### src/hw/bb_cfg_pkg.sv
// package for the receive/transmit, converter test and agc configuration bank
// assumes a 100 MHz core clock and byte-wide registers
package bb_cfg_pkg;

  localparam int          ADDR_W          = 8;
  localparam int          DATA_W          = 8;
  localparam int          NUM_REGS        = 6;

  // register addresses
  localparam logic [7:0]  RX_TX_CONFIGURE_ADDR              = 8'h16;
  localparam logic [7:0]  CONVERTER_CLOCK_TEST_ADDR         = 8'h18;
  localparam logic [7:0]  POWER_DOWN_OVERRIDE_ADDR          = 8'h1A;
  localparam logic [7:0]  CONVERTER_FORMAT_AND_DAC_MUX_ADDR = 8'h1C;
  localparam logic [7:0]  AGC_GAIN_CLIP_ADDR                = 8'h1E;
  localparam logic [7:0]  AGC_SATURATION_COUNTS_ADDR        = 8'h20;

  // storage indices
  localparam logic [2:0]  IDX_RXTX = 3'h0;
  localparam logic [2:0]  IDX_CLK  = 3'h1;
  localparam logic [2:0]  IDX_PWR  = 3'h2;
  localparam logic [2:0]  IDX_FMT  = 3'h3;
  localparam logic [2:0]  IDX_CLIP = 3'h4;
  localparam logic [2:0]  IDX_SAT  = 3'h5;

  localparam logic [7:0]  REG_RESET_VALUE = 8'h00;

  // rx_tx_configure fields
  localparam int          CONT_CLK_BIT    = 7;
  localparam int          AC_COUPLE_BIT   = 6;
  localparam int          SHORT_PRE_BIT   = 4;
  localparam int          CCA_SAMPLED_BIT = 3;
  localparam int          PRECURSOR_LSB   = 0;
  localparam int          PRECURSOR_W     = 3;
  // converter_clock_test fields
  localparam int          CLK_SRC_BIT     = 7;
  localparam int          CLK_GATE_W      = 7;
  // power_down_override fields
  localparam int          MANUAL_PD_BIT   = 0;
  localparam int          PD_LSB          = 1;
  localparam int          PD_W            = 7;
  // converter_format_and_dac_mux fields
  localparam int          FORMAT_BIT      = 7;
  localparam int          DAC_SEL_LSB     = 4;
  localparam int          DAC_SEL_W       = 3;
  localparam int          TESTBUS_DAC_BIT = 3;
  localparam int          RFADC_DAC_BIT   = 2;
  localparam int          TRIM_HIGH_BIT   = 1;
  localparam int          TRIM_LOW_BIT    = 0;
  // agc fields
  localparam int          CLIP_W          = 7;
  localparam int          SAT_MID_LSB     = 4;
  localparam int          SAT_LOW_LSB     = 0;
  localparam int          SAT_W           = 4;

  typedef enum logic [2:0] {
    DAC_TX_FILTER, DAC_DOWNCONV, DAC_CHIP_TIMING, DAC_IQ_ADC,
    DAC_PICKER, DAC_CMF_WEIGHTS, DAC_TEST_BUS, DAC_CORRELATOR
  } dac_sel_t;

  // matched-filter weight scan
  localparam int          CMF_TAPS        = 16;
  localparam int          CMF_PHASE_W     = 5;

  // clear-channel slot timing
  localparam int          CLK_PERIOD_NS   = 10;
  localparam int          SLOT_NS         = 20000;
  localparam int          SAMPLE_LATE_NS  = 18700;
  localparam int          SAMPLE_EARLY_NS = 15800;
  localparam int          SLOT_CYCLES     = SLOT_NS / CLK_PERIOD_NS;
  localparam int          LATE_CYCLES     = (SAMPLE_LATE_NS + CLK_PERIOD_NS - 1) / CLK_PERIOD_NS;
  localparam int          EARLY_CYCLES    = (SAMPLE_EARLY_NS + CLK_PERIOD_NS - 1) / CLK_PERIOD_NS;
  localparam int          SLOT_CNT_W      = 11;

endpackage

### src/hw/cca_slot_if.sv
// bank to clear-channel slot timer signals
// assumes both ends share core_clk_in
`timescale 1ns/1ps
interface cca_slot_if;
  logic sampled_mode;
  logic sample_time_early;
  logic sample_pulse;
  modport timer (input sampled_mode, input sample_time_early, output sample_pulse);
  modport ctrl  (output sampled_mode, output sample_time_early, input sample_pulse);
endinterface

### src/hw/cca_slot_timer.sv
// slot timer for sampled clear-channel assessment
// assumes one core clock
`timescale 1ns/1ps
module cca_slot_timer
  import bb_cfg_pkg::*;
(
  input  wire logic core_clk_in,
  input  wire logic rst_in,
  cca_slot_if.timer slot
);

  logic [SLOT_CNT_W-1:0] slot_cnt_q;
  logic [SLOT_CNT_W-1:0] sample_at;

  assign sample_at = slot.sample_time_early ? SLOT_CNT_W'(EARLY_CYCLES - 1)
                                            : SLOT_CNT_W'(LATE_CYCLES - 1);

  always_ff @(posedge core_clk_in or posedge rst_in)
  begin
    if (rst_in)
      slot_cnt_q <= '0;
    else if (!slot.sampled_mode || slot_cnt_q == SLOT_CNT_W'(SLOT_CYCLES - 1))
      slot_cnt_q <= '0;
    else
      slot_cnt_q <= slot_cnt_q + SLOT_CNT_W'(1);
  end

  // one pulse per slot, at the chosen sample time
  always_ff @(posedge core_clk_in or posedge rst_in)
  begin
    if (rst_in)
      slot.sample_pulse <= 1'b0;
    else
      slot.sample_pulse <= slot.sampled_mode && slot_cnt_q == sample_at;
  end

endmodule

### src/hw/baseband_rxtx_test_agc_config.sv
// configuration bank for receive/transmit, converter test and agc limits
// assumes all inputs are synchronous to core_clk_in
//
// The plain strobed port is this design's own decision.
`timescale 1ns/1ps

// Functional notes
// - continuous bit keeps receive clocks running
// - coupling bit: 0 dc, 1 ac
// - short preamble test forces stored length
// - raw assessment follows detectors at once
// - sampled assessment updates once per slot
// - low three bits give precursor count
// - clock source bit selects serial input
// - per-converter clock gate, one disables
// - manual bit selects stored power-down controls
// - power-down bits assert their function high
// - format bit selects offset binary output
// - selector picks the i/q dac source
// - code 101 scans weights with sync
// - code 110 routes test bus to both
// - rf converter to rx dac beats test bus
// - attenuator accumulator clipped to zero..limit
// - two saturation thresholds, mid and low
// - unused clip bit stored, never acted upon
// - gating control chooses acquisition or detect
// - sample time bit: late or early
// - steps only when saturations exceed threshold
module baseband_rxtx_test_agc_config
  import bb_cfg_pkg::*;
#(
  parameter int CONV_W  = 6,
  parameter int SAT_CNT_W = 8
)(
  input  wire logic                     core_clk_in,
  input  wire logic                     rst_in,
  // register port
  input  wire logic [ADDR_W-1:0]        reg_addr_in,
  input  wire logic [DATA_W-1:0]        reg_wdata_in,
  input  wire logic                     reg_wr_in,
  input  wire logic                     reg_rd_in,
  output logic      [DATA_W-1:0]        reg_rdata_out,
  // receive clocks
  input  wire logic                     rx_clock_gating_in,
  input  wire logic                     detect_in,
  output logic                          rx_clk_run_out,
  output logic                          adc_ac_coupling_out,
  // preamble
  input  wire logic                     normal_short_preamble_reg_in,
  output logic                          tx_short_preamble_out,
  output logic                          rx_short_preamble_out,
  output logic                          use_preamble_length_reg_out,
  // clear channel assessment
  input  wire logic                     energy_detect_in,
  input  wire logic                     carrier_sense_in,
  input  wire logic                     signal_quality_in,
  input  wire logic [1:0]               cca_mode_in,
  input  wire logic                     cca_sample_early_in,
  output logic                          clear_channel_out,
  output logic [PRECURSOR_W-1:0]        channel_impulse_response_precursor_out,
  // converter clocks and power
  output logic                          conv_clk_from_serial_data_in_pin_out,
  output logic [CLK_GATE_W-1:0]         conv_clk_enable_out,
  input  wire logic                     transmit_power_enable_in,
  input  wire logic                     receive_power_enable_in,
  output logic [PD_W-1:0]               power_down_out,
  // converter samples
  input  wire logic [CONV_W-1:0]        adc_i_in,
  input  wire logic [CONV_W-1:0]        adc_q_in,
  input  wire logic [CONV_W-1:0]        adc_rf_in,
  output logic [CONV_W-1:0]             adc_i_out,
  output logic [CONV_W-1:0]             adc_q_out,
  output logic [CONV_W-1:0]             adc_rf_out,
  // dac sources
  input  wire logic [CONV_W-1:0]        tx_filter_i_in,
  input  wire logic [CONV_W-1:0]        tx_filter_q_in,
  input  wire logic [CONV_W-1:0]        downconv_i_in,
  input  wire logic [CONV_W-1:0]        downconv_q_in,
  input  wire logic [CONV_W-1:0]        chip_timing_accumulator_in,
  input  wire logic [CONV_W-1:0]        picker_winner_inphase_in,
  input  wire logic [CONV_W-1:0]        picker_winner_quadrature_in,
  input  wire logic [CMF_TAPS*CONV_W-1:0] channel_matched_filter_weights_in,
  input  wire logic [CONV_W-1:0]        correlator_i_in,
  input  wire logic [CONV_W-1:0]        correlator_q_in,
  input  wire logic [CONV_W-1:0]        test_bus_in,
  input  wire logic [CONV_W-1:0]        rx_dac_normal_in,
  input  wire logic [CONV_W-1:0]        tx_dac_normal_in,
  output logic [CONV_W-1:0]             i_dac_out,
  output logic [CONV_W-1:0]             q_dac_out,
  output logic [CONV_W-1:0]             rx_dac_out,
  output logic [CONV_W-1:0]             tx_dac_out,
  output logic                          reference_trim_high_out,
  output logic                          reference_trim_low_out,
  // agc
  input  wire logic                     agc_step_valid_in,
  input  wire logic signed [CLIP_W:0]   agc_step_in,
  output logic [CLIP_W-1:0]             agc_attenuation_out,
  input  wire logic [SAT_CNT_W-1:0]     iq_saturation_count_in,
  output logic                          agc_mid_step_out,
  output logic                          agc_low_step_out
);

  // address decode shared by writes and reads
  function automatic logic [3:0] decode(input logic [ADDR_W-1:0] addr);
    case (addr)
      RX_TX_CONFIGURE_ADDR:              decode = {1'b1, IDX_RXTX};
      CONVERTER_CLOCK_TEST_ADDR:         decode = {1'b1, IDX_CLK};
      POWER_DOWN_OVERRIDE_ADDR:          decode = {1'b1, IDX_PWR};
      CONVERTER_FORMAT_AND_DAC_MUX_ADDR: decode = {1'b1, IDX_FMT};
      AGC_GAIN_CLIP_ADDR:                decode = {1'b1, IDX_CLIP};
      AGC_SATURATION_COUNTS_ADDR:        decode = {1'b1, IDX_SAT};
      default:                           decode = 4'h0;
    endcase
  endfunction

  // two's complement to offset binary is a flip of the sign bit
  function automatic logic [CONV_W-1:0] fmt(input logic [CONV_W-1:0] s, input logic ob);
    fmt = {s[CONV_W-1] ^ ob, s[CONV_W-2:0]};
  endfunction

  logic [DATA_W-1:0] cfg_q [NUM_REGS];
  logic [3:0]        wr_dec;
  logic [3:0]        rd_dec;

  assign wr_dec = decode(reg_addr_in);
  assign rd_dec = wr_dec;

  // full byte stored, reserved and unused bits included
  always_ff @(posedge core_clk_in or posedge rst_in)
  begin
    if (rst_in)
    begin
      for (int i = 0; i < NUM_REGS; i++)
        cfg_q[i] <= REG_RESET_VALUE;
    end
    else if (reg_wr_in && wr_dec[3])
      cfg_q[wr_dec[2:0]] <= reg_wdata_in;
  end

  // read data one cycle after the strobe, else zero
  always_ff @(posedge core_clk_in or posedge rst_in)
  begin
    if (rst_in)
      reg_rdata_out <= '0;
    else if (reg_rd_in && rd_dec[3])
      reg_rdata_out <= cfg_q[rd_dec[2:0]];
    else
      reg_rdata_out <= '0;
  end

  logic [DATA_W-1:0] rxtx;
  logic [DATA_W-1:0] clkt;
  logic [DATA_W-1:0] pwr;
  logic [DATA_W-1:0] fmtr;
  logic [DATA_W-1:0] clip;
  logic [DATA_W-1:0] sat;

  assign rxtx = cfg_q[IDX_RXTX];
  assign clkt = cfg_q[IDX_CLK];
  assign pwr  = cfg_q[IDX_PWR];
  assign fmtr = cfg_q[IDX_FMT];
  assign clip = cfg_q[IDX_CLIP];
  assign sat  = cfg_q[IDX_SAT];

  // receive clocks, coupling, preamble, precursor
  always_ff @(posedge core_clk_in or posedge rst_in)
  begin
    if (rst_in)
    begin
      rx_clk_run_out                         <= 1'b0;
      adc_ac_coupling_out                    <= 1'b0;
      tx_short_preamble_out                  <= 1'b0;
      rx_short_preamble_out                  <= 1'b0;
      use_preamble_length_reg_out            <= 1'b0;
      channel_impulse_response_precursor_out <= '0;
    end
    else
    begin
      rx_clk_run_out <= rxtx[CONT_CLK_BIT] || !rx_clock_gating_in || detect_in;
      adc_ac_coupling_out <= rxtx[AC_COUPLE_BIT];
      tx_short_preamble_out <= rxtx[SHORT_PRE_BIT] || normal_short_preamble_reg_in;
      rx_short_preamble_out <= rxtx[SHORT_PRE_BIT] || normal_short_preamble_reg_in;
      use_preamble_length_reg_out <= rxtx[SHORT_PRE_BIT];
      channel_impulse_response_precursor_out <= rxtx[PRECURSOR_LSB +: PRECURSOR_W];
    end
  end

  // clear channel assessment
  cca_slot_if slot_bus ();

  assign slot_bus.sampled_mode      = rxtx[CCA_SAMPLED_BIT];
  assign slot_bus.sample_time_early = cca_sample_early_in;

  cca_slot_timer u_slot_timer (
    .core_clk_in (core_clk_in),
    .rst_in      (rst_in),
    .slot        (slot_bus.timer)
  );

  logic cs_or_sq;
  logic cca_raw;

  assign cs_or_sq = carrier_sense_in || signal_quality_in;

  always_comb
  begin
    case (cca_mode_in)
      2'h0:    cca_raw = energy_detect_in;
      2'h1:    cca_raw = cs_or_sq;
      2'h2:    cca_raw = energy_detect_in && cs_or_sq;
      default: cca_raw = energy_detect_in || cs_or_sq;
    endcase
  end

  always_ff @(posedge core_clk_in or posedge rst_in)
  begin
    if (rst_in)
      clear_channel_out <= 1'b0;
    else if (!rxtx[CCA_SAMPLED_BIT])
      clear_channel_out <= cca_raw;
    else if (slot_bus.sample_pulse)
      clear_channel_out <= cca_raw;
  end

  // converter clocks and power-down controls
  logic [PD_W-1:0] pd_auto;
  logic            tx_off;
  logic            rx_off;

  assign tx_off = !transmit_power_enable_in;
  assign rx_off = !receive_power_enable_in;
  // order: standby, tx sleep, rx sleep, iq sleep, analog tx, analog rx, analog standby
  assign pd_auto = {tx_off && rx_off, tx_off, rx_off, tx_off && rx_off, tx_off, rx_off, tx_off && rx_off};

  always_ff @(posedge core_clk_in or posedge rst_in)
  begin
    if (rst_in)
    begin
      conv_clk_from_serial_data_in_pin_out <= 1'b0;
      conv_clk_enable_out                  <= '0;
      power_down_out                       <= '1;
    end
    else
    begin
      conv_clk_from_serial_data_in_pin_out <= clkt[CLK_SRC_BIT];
      conv_clk_enable_out <= ~clkt[CLK_GATE_W-1:0];
      if (pwr[MANUAL_PD_BIT])
        power_down_out <= pwr[PD_LSB +: PD_W];
      else
        power_down_out <= pd_auto;
    end
  end

  // converter output format
  always_ff @(posedge core_clk_in or posedge rst_in)
  begin
    if (rst_in)
    begin
      adc_i_out  <= '0;
      adc_q_out  <= '0;
      adc_rf_out <= '0;
    end
    else
    begin
      adc_i_out  <= fmt(adc_i_in, fmtr[FORMAT_BIT]);
      adc_q_out  <= fmt(adc_q_in, fmtr[FORMAT_BIT]);
      adc_rf_out <= fmt(adc_rf_in, fmtr[FORMAT_BIT]);
    end
  end

  // weight scan: even phase a weight, odd phase sync
  logic [CMF_PHASE_W-1:0] cmf_phase_q;
  logic [CONV_W-1:0]      cmf_word;
  localparam logic [CONV_W-1:0] NEG_FULL_SCALE = {1'b1, {(CONV_W-1){1'b0}}};

  always_ff @(posedge core_clk_in or posedge rst_in)
  begin
    if (rst_in)
      cmf_phase_q <= '0;
    else if (dac_sel_t'(fmtr[DAC_SEL_LSB +: DAC_SEL_W]) == DAC_CMF_WEIGHTS)
      cmf_phase_q <= cmf_phase_q + CMF_PHASE_W'(1);
    else
      cmf_phase_q <= '0;
  end

  assign cmf_word = cmf_phase_q[0] ? NEG_FULL_SCALE
                                   : channel_matched_filter_weights_in[cmf_phase_q[CMF_PHASE_W-1:1]*CONV_W +: CONV_W];

  // i/q dac source select
  logic [CONV_W-1:0] i_sel;
  logic [CONV_W-1:0] q_sel;

  always_comb
  begin
    case (dac_sel_t'(fmtr[DAC_SEL_LSB +: DAC_SEL_W]))
      DAC_TX_FILTER:
      begin
        i_sel = tx_filter_i_in;
        q_sel = tx_filter_q_in;
      end
      DAC_DOWNCONV:
      begin
        i_sel = downconv_i_in;
        q_sel = downconv_q_in;
      end
      DAC_CHIP_TIMING:
      begin
        i_sel = '0;
        q_sel = chip_timing_accumulator_in;
      end
      DAC_IQ_ADC:
      begin
        i_sel = adc_i_in;
        q_sel = adc_q_in;
      end
      DAC_PICKER:
      begin
        i_sel = picker_winner_inphase_in;
        q_sel = picker_winner_quadrature_in;
      end
      DAC_CMF_WEIGHTS:
      begin
        i_sel = cmf_word;
        q_sel = cmf_word;
      end
      DAC_TEST_BUS:
      begin
        i_sel = test_bus_in;
        q_sel = test_bus_in;
      end
      DAC_CORRELATOR:
      begin
        i_sel = correlator_i_in;
        q_sel = correlator_q_in;
      end
      default:
      begin
        i_sel = tx_filter_i_in;
        q_sel = tx_filter_q_in;
      end
    endcase
  end

  always_ff @(posedge core_clk_in or posedge rst_in)
  begin
    if (rst_in)
    begin
      i_dac_out               <= '0;
      q_dac_out               <= '0;
      rx_dac_out              <= '0;
      tx_dac_out              <= '0;
      reference_trim_high_out <= 1'b0;
      reference_trim_low_out  <= 1'b0;
    end
    else
    begin
      i_dac_out <= i_sel;
      q_dac_out <= q_sel;
      if (fmtr[RFADC_DAC_BIT])
        rx_dac_out <= adc_rf_in;
      else if (fmtr[TESTBUS_DAC_BIT])
        rx_dac_out <= test_bus_in;
      else
        rx_dac_out <= rx_dac_normal_in;
      if (!fmtr[RFADC_DAC_BIT] && fmtr[TESTBUS_DAC_BIT])
        tx_dac_out <= test_bus_in;
      else
        tx_dac_out <= tx_dac_normal_in;
      reference_trim_high_out <= fmtr[TRIM_HIGH_BIT];
      reference_trim_low_out  <= fmtr[TRIM_LOW_BIT];
    end
  end

  // agc attenuator accumulator, bounded by zero and the clip value
  logic signed [CLIP_W+1:0] acc_sum;
  logic [CLIP_W-1:0]        clip_lim;

  assign clip_lim = clip[CLIP_W-1:0];
  assign acc_sum  = $signed({2'b00, agc_attenuation_out}) + (CLIP_W+2)'(agc_step_in);

  always_ff @(posedge core_clk_in or posedge rst_in)
  begin
    if (rst_in)
      agc_attenuation_out <= '0;
    else if (agc_step_valid_in)
    begin
      if (acc_sum < 0)
        agc_attenuation_out <= '0;
      else if (acc_sum > $signed({2'b00, clip_lim}))
        agc_attenuation_out <= clip_lim;
      else
        agc_attenuation_out <= acc_sum[CLIP_W-1:0];
    end
    else if (agc_attenuation_out > clip_lim)
      agc_attenuation_out <= clip_lim;
  end

  // saturation thresholds
  always_ff @(posedge core_clk_in or posedge rst_in)
  begin
    if (rst_in)
    begin
      agc_mid_step_out <= 1'b0;
      agc_low_step_out <= 1'b0;
    end
    else
    begin
      agc_mid_step_out <= iq_saturation_count_in > SAT_CNT_W'(sat[SAT_MID_LSB +: SAT_W]);
      agc_low_step_out <= iq_saturation_count_in > SAT_CNT_W'(sat[SAT_LOW_LSB +: SAT_W]);
    end
  end

endmodule

### config.mk
export PLATFORM = sky130hd
export DESIGN_NAME = baseband_rxtx_test_agc_config
export DESIGN_NICKNAME = d
export VERILOG_FILES = /design/src/hw/bb_cfg_pkg.sv /design/src/hw/cca_slot_if.sv /design/src/hw/cca_slot_timer.sv /design/src/hw/baseband_rxtx_test_agc_config.sv
export SDC_FILE = /design/constraint.sdc
export NUM_CORES = 1
export LEC_CHECK = 0
export BUFFER_PORTS_ARGS = -buffer_cell sky130_fd_sc_hd__buf_2
export CAP_MARGIN = 20
export CORE_MARGIN = 2
export CORE_UTILIZATION = 49
export CTS_CLUSTER_DIAMETER = 100
export CTS_CLUSTER_SIZE = 25
export DETAILED_ROUTE_END_ITERATION = 7
export GPL_TIMING_DRIVEN = 0
export PLACE_DENSITY_LB_ADDON = 0.2
export SLEW_MARGIN = 30
export SYNTH_ARGS = -nofsm -noshare
export SYNTH_HDL_FRONTEND = slang
export SYNTH_SLANG_ARGS = --single-unit
### constraint.sdc
create_clock -name core_clk_in -period 6 [get_ports core_clk_in]
set_input_delay 0.6 -clock core_clk_in [delete_from_list [all_inputs] [get_ports core_clk_in]]
set_output_delay 0.6 -clock core_clk_in [all_outputs]
set_load 0.01 [all_outputs]
==> flow_summary.toml <==
[clock_network]
htree_levels = 4
clk_latency_ns = 0.43
clockRootBuffer = "clkbuf_16"
clock_path_buffers = 2
cts-resized-gates = 0
cts_hold_buffers = 0
cts.clk_slew.worst_paths_ns = 0.06
postCtsSetupRepairBufs = 0
cts_tree = "built"
clock_sinks = 149
numCtsBuffers = 17

[pwr]
switching_power_uw = 798.1
clkPwrFrac_pct = 39.0
p_leak_uw = 0.005156
pwr-share-seq_pct = 39.8
combinationalPowerShare_pct = 21.2
p_int_uw = 2019
vdd_drop_max_uv = 250.7
p_sw_share_pct = 28.33
power-per-cell-area_mw_per_mm2 = 266.6

[layout]
fill_cells = 1330
utilization_pct = 66.03
layout.nets = 1327
final_common_cell = "buf_2"
fin_cells = 1292
drive_gt1_share_pct = 42.36
most-common-layout-cells = "buf_2 (321), dfrtp_1 (142), nand2_1 (56), nor2_1 (52), o21ai_0 (50)"
area_growth_pct = 31.04
multiInputGateArea_mm2 = 0.004009
regArea_mm2 = 0.003737

[route]
dr.pass1.iters = 5
wl_mm = 24.02
drc = 0
drtAntennaViolNets = 0
drt-initial-drc-count = 503
via_per_inst = 5.449
vias = 7040
routedWlPerCell_um = 18.59

[setup_path]
path_depth = 14
startpoint = "agc_attenuation_out[0]"
crit_path_max_fanout = 6
path_class = "reg -> reg"
reg2regPathDepth = 14
rr_endpoint = "agc_attenuation_out[3]"
crit_end = "agc_attenuation_out[3]"
end_kind = "flip-flop"
crit_family = "compound AO/OA/AOI/OAI gates"
max_stage_delay_ns = 0.54
cp_slowest_cell = "nor4b_2"
start_kind = "flip-flop"
r2r_slack_ns = 2.04
worstPathArrival_ns = 4.28
path_buf_inv = 1
crit_chain = "ha_1 -> inv_1 -> fa_1 -> nand2b_1 -> a21oi_1 -> o21ai_0 -> a21boi_0 -> ha_1 -> a211oi_1 -> o21ai_0 -> o221a_2 -> nor4b_2 -> nor2b_1 -> a221oi_1"
r2r_start = "agc_attenuation_out[0]"
cp.required_ns = 6.32

[floorplanning]
die_w_um = 132.3
die_h_um = 132.3
num_rows = 46
pin_count = 319
dieArea_mm2 = 0.01750
initial_core_util_pct = 50.39
coreArea_mm2 = 0.01600

[yosys]
syn_avg_cell_area_um2 = 11.14
synthFlopType = "dfrtp_1"
synth-async-reset-ratio_pct = 100.0
ys_seq_area_share_pct = 46.35
syn-num-nets = 990
postSynthCellCount = 724
synth-edff-count = 0
synth_area_mm2 = 0.008063
yosysUniqueCellTypes = 67
synth_warnings = 0
ys_seq_elements = 149

[worst_hold_path]
hp-class = "in -> async"

[timing]
report.final.slew_viol_count = 0
final.period_utilization_pct = 66.01
rsz0062_at_grt = "no"
fin_setup_tns_ns = 0
min_period_ns = 3.960
setup_slack_ns = 2.040
setup_viol_count_final = 0
hold_viol = 0
fmax_mhz = 252.5
fin_worst_skew_ns = 0.01370
tightest_slew_ns = 0.8635
max_slew_margin_pct = 41.80
whs_ns = 0.2557

[global_routing]
antenna_found_initial = 3
grt.overflow.total = 0
grt_pass1_vias = 7174
grt_usage_pct = 27.96
grt_max_degree = 82
grt_pass1_wl_mm = 37.65

[flow_run]
maxCapViolCount = 0

[outcome]
outcome = "finished clean"

[place]
place_ws_ns = 1.821
gp_congestion = 0.8680
dp_cells = 1258
io_buffers = 317
dp_hpwl_mm = 18.83
## flip-flops by register name, indices dropped and copies added (netlist names), 5 cells and up
name / cells
adc_i_out: 6
adc_q_out: 6
adc_rf_out: 6
agc_attenuation_out: 7
clip: 8
clkt: 8
cmf_phase_q: 5
conv_clk_enable_out: 7
fmtr: 8
i_dac_out: 6
power_down_out: 7
pwr: 8
q_dac_out: 6
reg_rdata_out: 8
rx_dac_out: 6
rxtx: 8
sat: 8
tx_dac_out: 6
u_slot_timer.slot_cnt_q: 11
## cells by family (layout without fill, tap and decap cells)
kind of cell,Yosys count,after routing,synth area share [%]
and+or+nand+nor,189,189,11.90
xor gates and xnor gates,19,19,2.064
muxes,101,101,17.36
buffers and inverters,71,421,3.926
adders and majority gates,32,32,5.059
AOI/OAI and AO/OA,163,163,13.33
DFF,149,149,46.35
other,0,2,0
## Yosys cell counts, types with 5 or more instances
cell / number / area, µm²
buf_1: 6 / 22.52
a21oi_1: 28 / 140.1
clkbuf_1: 18 / 67.56
nand2_1: 56 / 210.2
nor2b_1: 13 / 81.33
inv_1: 34 / 127.6
nor2_1: 52 / 195.2
a21o_1: 5 / 37.54
a211oi_1: 10 / 75.07
dfstp_2: 7 / 183.9
nand3_1: 15 / 75.07
o21ai_0: 50 / 250.2
dfrtp_1: 142 / 3553
xor2_1: 11 / 96.34
ha_1: 31 / 387.9
mux4_2: 26 / 585.6
a221oi_1: 16 / 140.1
nand3b_1: 7 / 52.55
nand2b_1: 9 / 56.30
o21ai_1: 7 / 35.03
o22a_1: 10 / 87.58
xnor2_1: 8 / 70.07
mux2i_1: 27 / 270.3
mux2_2: 47 / 529.3
## power by group through the flow
stage / combinational [µW] / clock, µW / sequential [µW]
after floorplan: 346 / 0 / 1150
after global placement: 578 / 0 / 1140
after detailed placement: 594 / 0 / 1140
after CTS: 598 / 1110 / 1120
after global routing: 670 / 1160 / 1130
final: 598 / 1100 / 1120
## stage by stage
step	area, µm²	total power, µW
floorplan	8063	1498
global placement	9920	1715
detailed placement	9955	1734
CTS	10560	2830
global route	10570	2957
finish	10570	2817
## final cells by class
| type | instances | area share (%) |
|---|---|---|
| inverters | 35 | 1.315 |
| repair buffers | 318 | 15.28 |
| flip-flops and latches | 149 | 35.37 |
| well taps | 216 | 2.558 |
| plain buffers | 36 | 1.753 |
| diodes | 2 | 0.04737 |
| clock inverters | 12 | 1.599 |
| clock buffers | 20 | 4.133 |
| multi-input cells | 504 | 37.94 |
## routing by layer
metal	up-vias	routed length, µm	global-route usage [%]
li1	3328	-	-
met1	3390	9346	33.03
met2	268	12550	49.86
met3	52	1301	5.882
met4	2	814	11.11
met5	-	7	0
## worst reg2reg max path: cells and delay by family (launching register included)
family	cells	cell delay, ns
AO/OA/AOI/OAI	7	1.52
adder cells (fa/ha/maj)	3	0.95
flip-flops	1	0.39
buffers and inverters	1	0.07
AND/OR/NAND/NOR	3	0.93
## how the worst min path moves through the flow
stage,start,end,slack (ns),cells past startpoint
final,rst_in,tx_dac_out[4],0.26,2
after global routing,adc_rf_in[2],adc_rf_out[2],0.28,1
after CTS,rst_in,tx_dac_out[3],0.27,2
after detailed placement,rxtx[2],channel_impulse_response_precursor_out[2],0.39,0
after global placement,rxtx[0],channel_impulse_response_precursor_out[0],0.39,0
after floorplan,rxtx[6],adc_ac_coupling_out,0.37,0
Note: power is estimated with default switching activity, not from simulation.
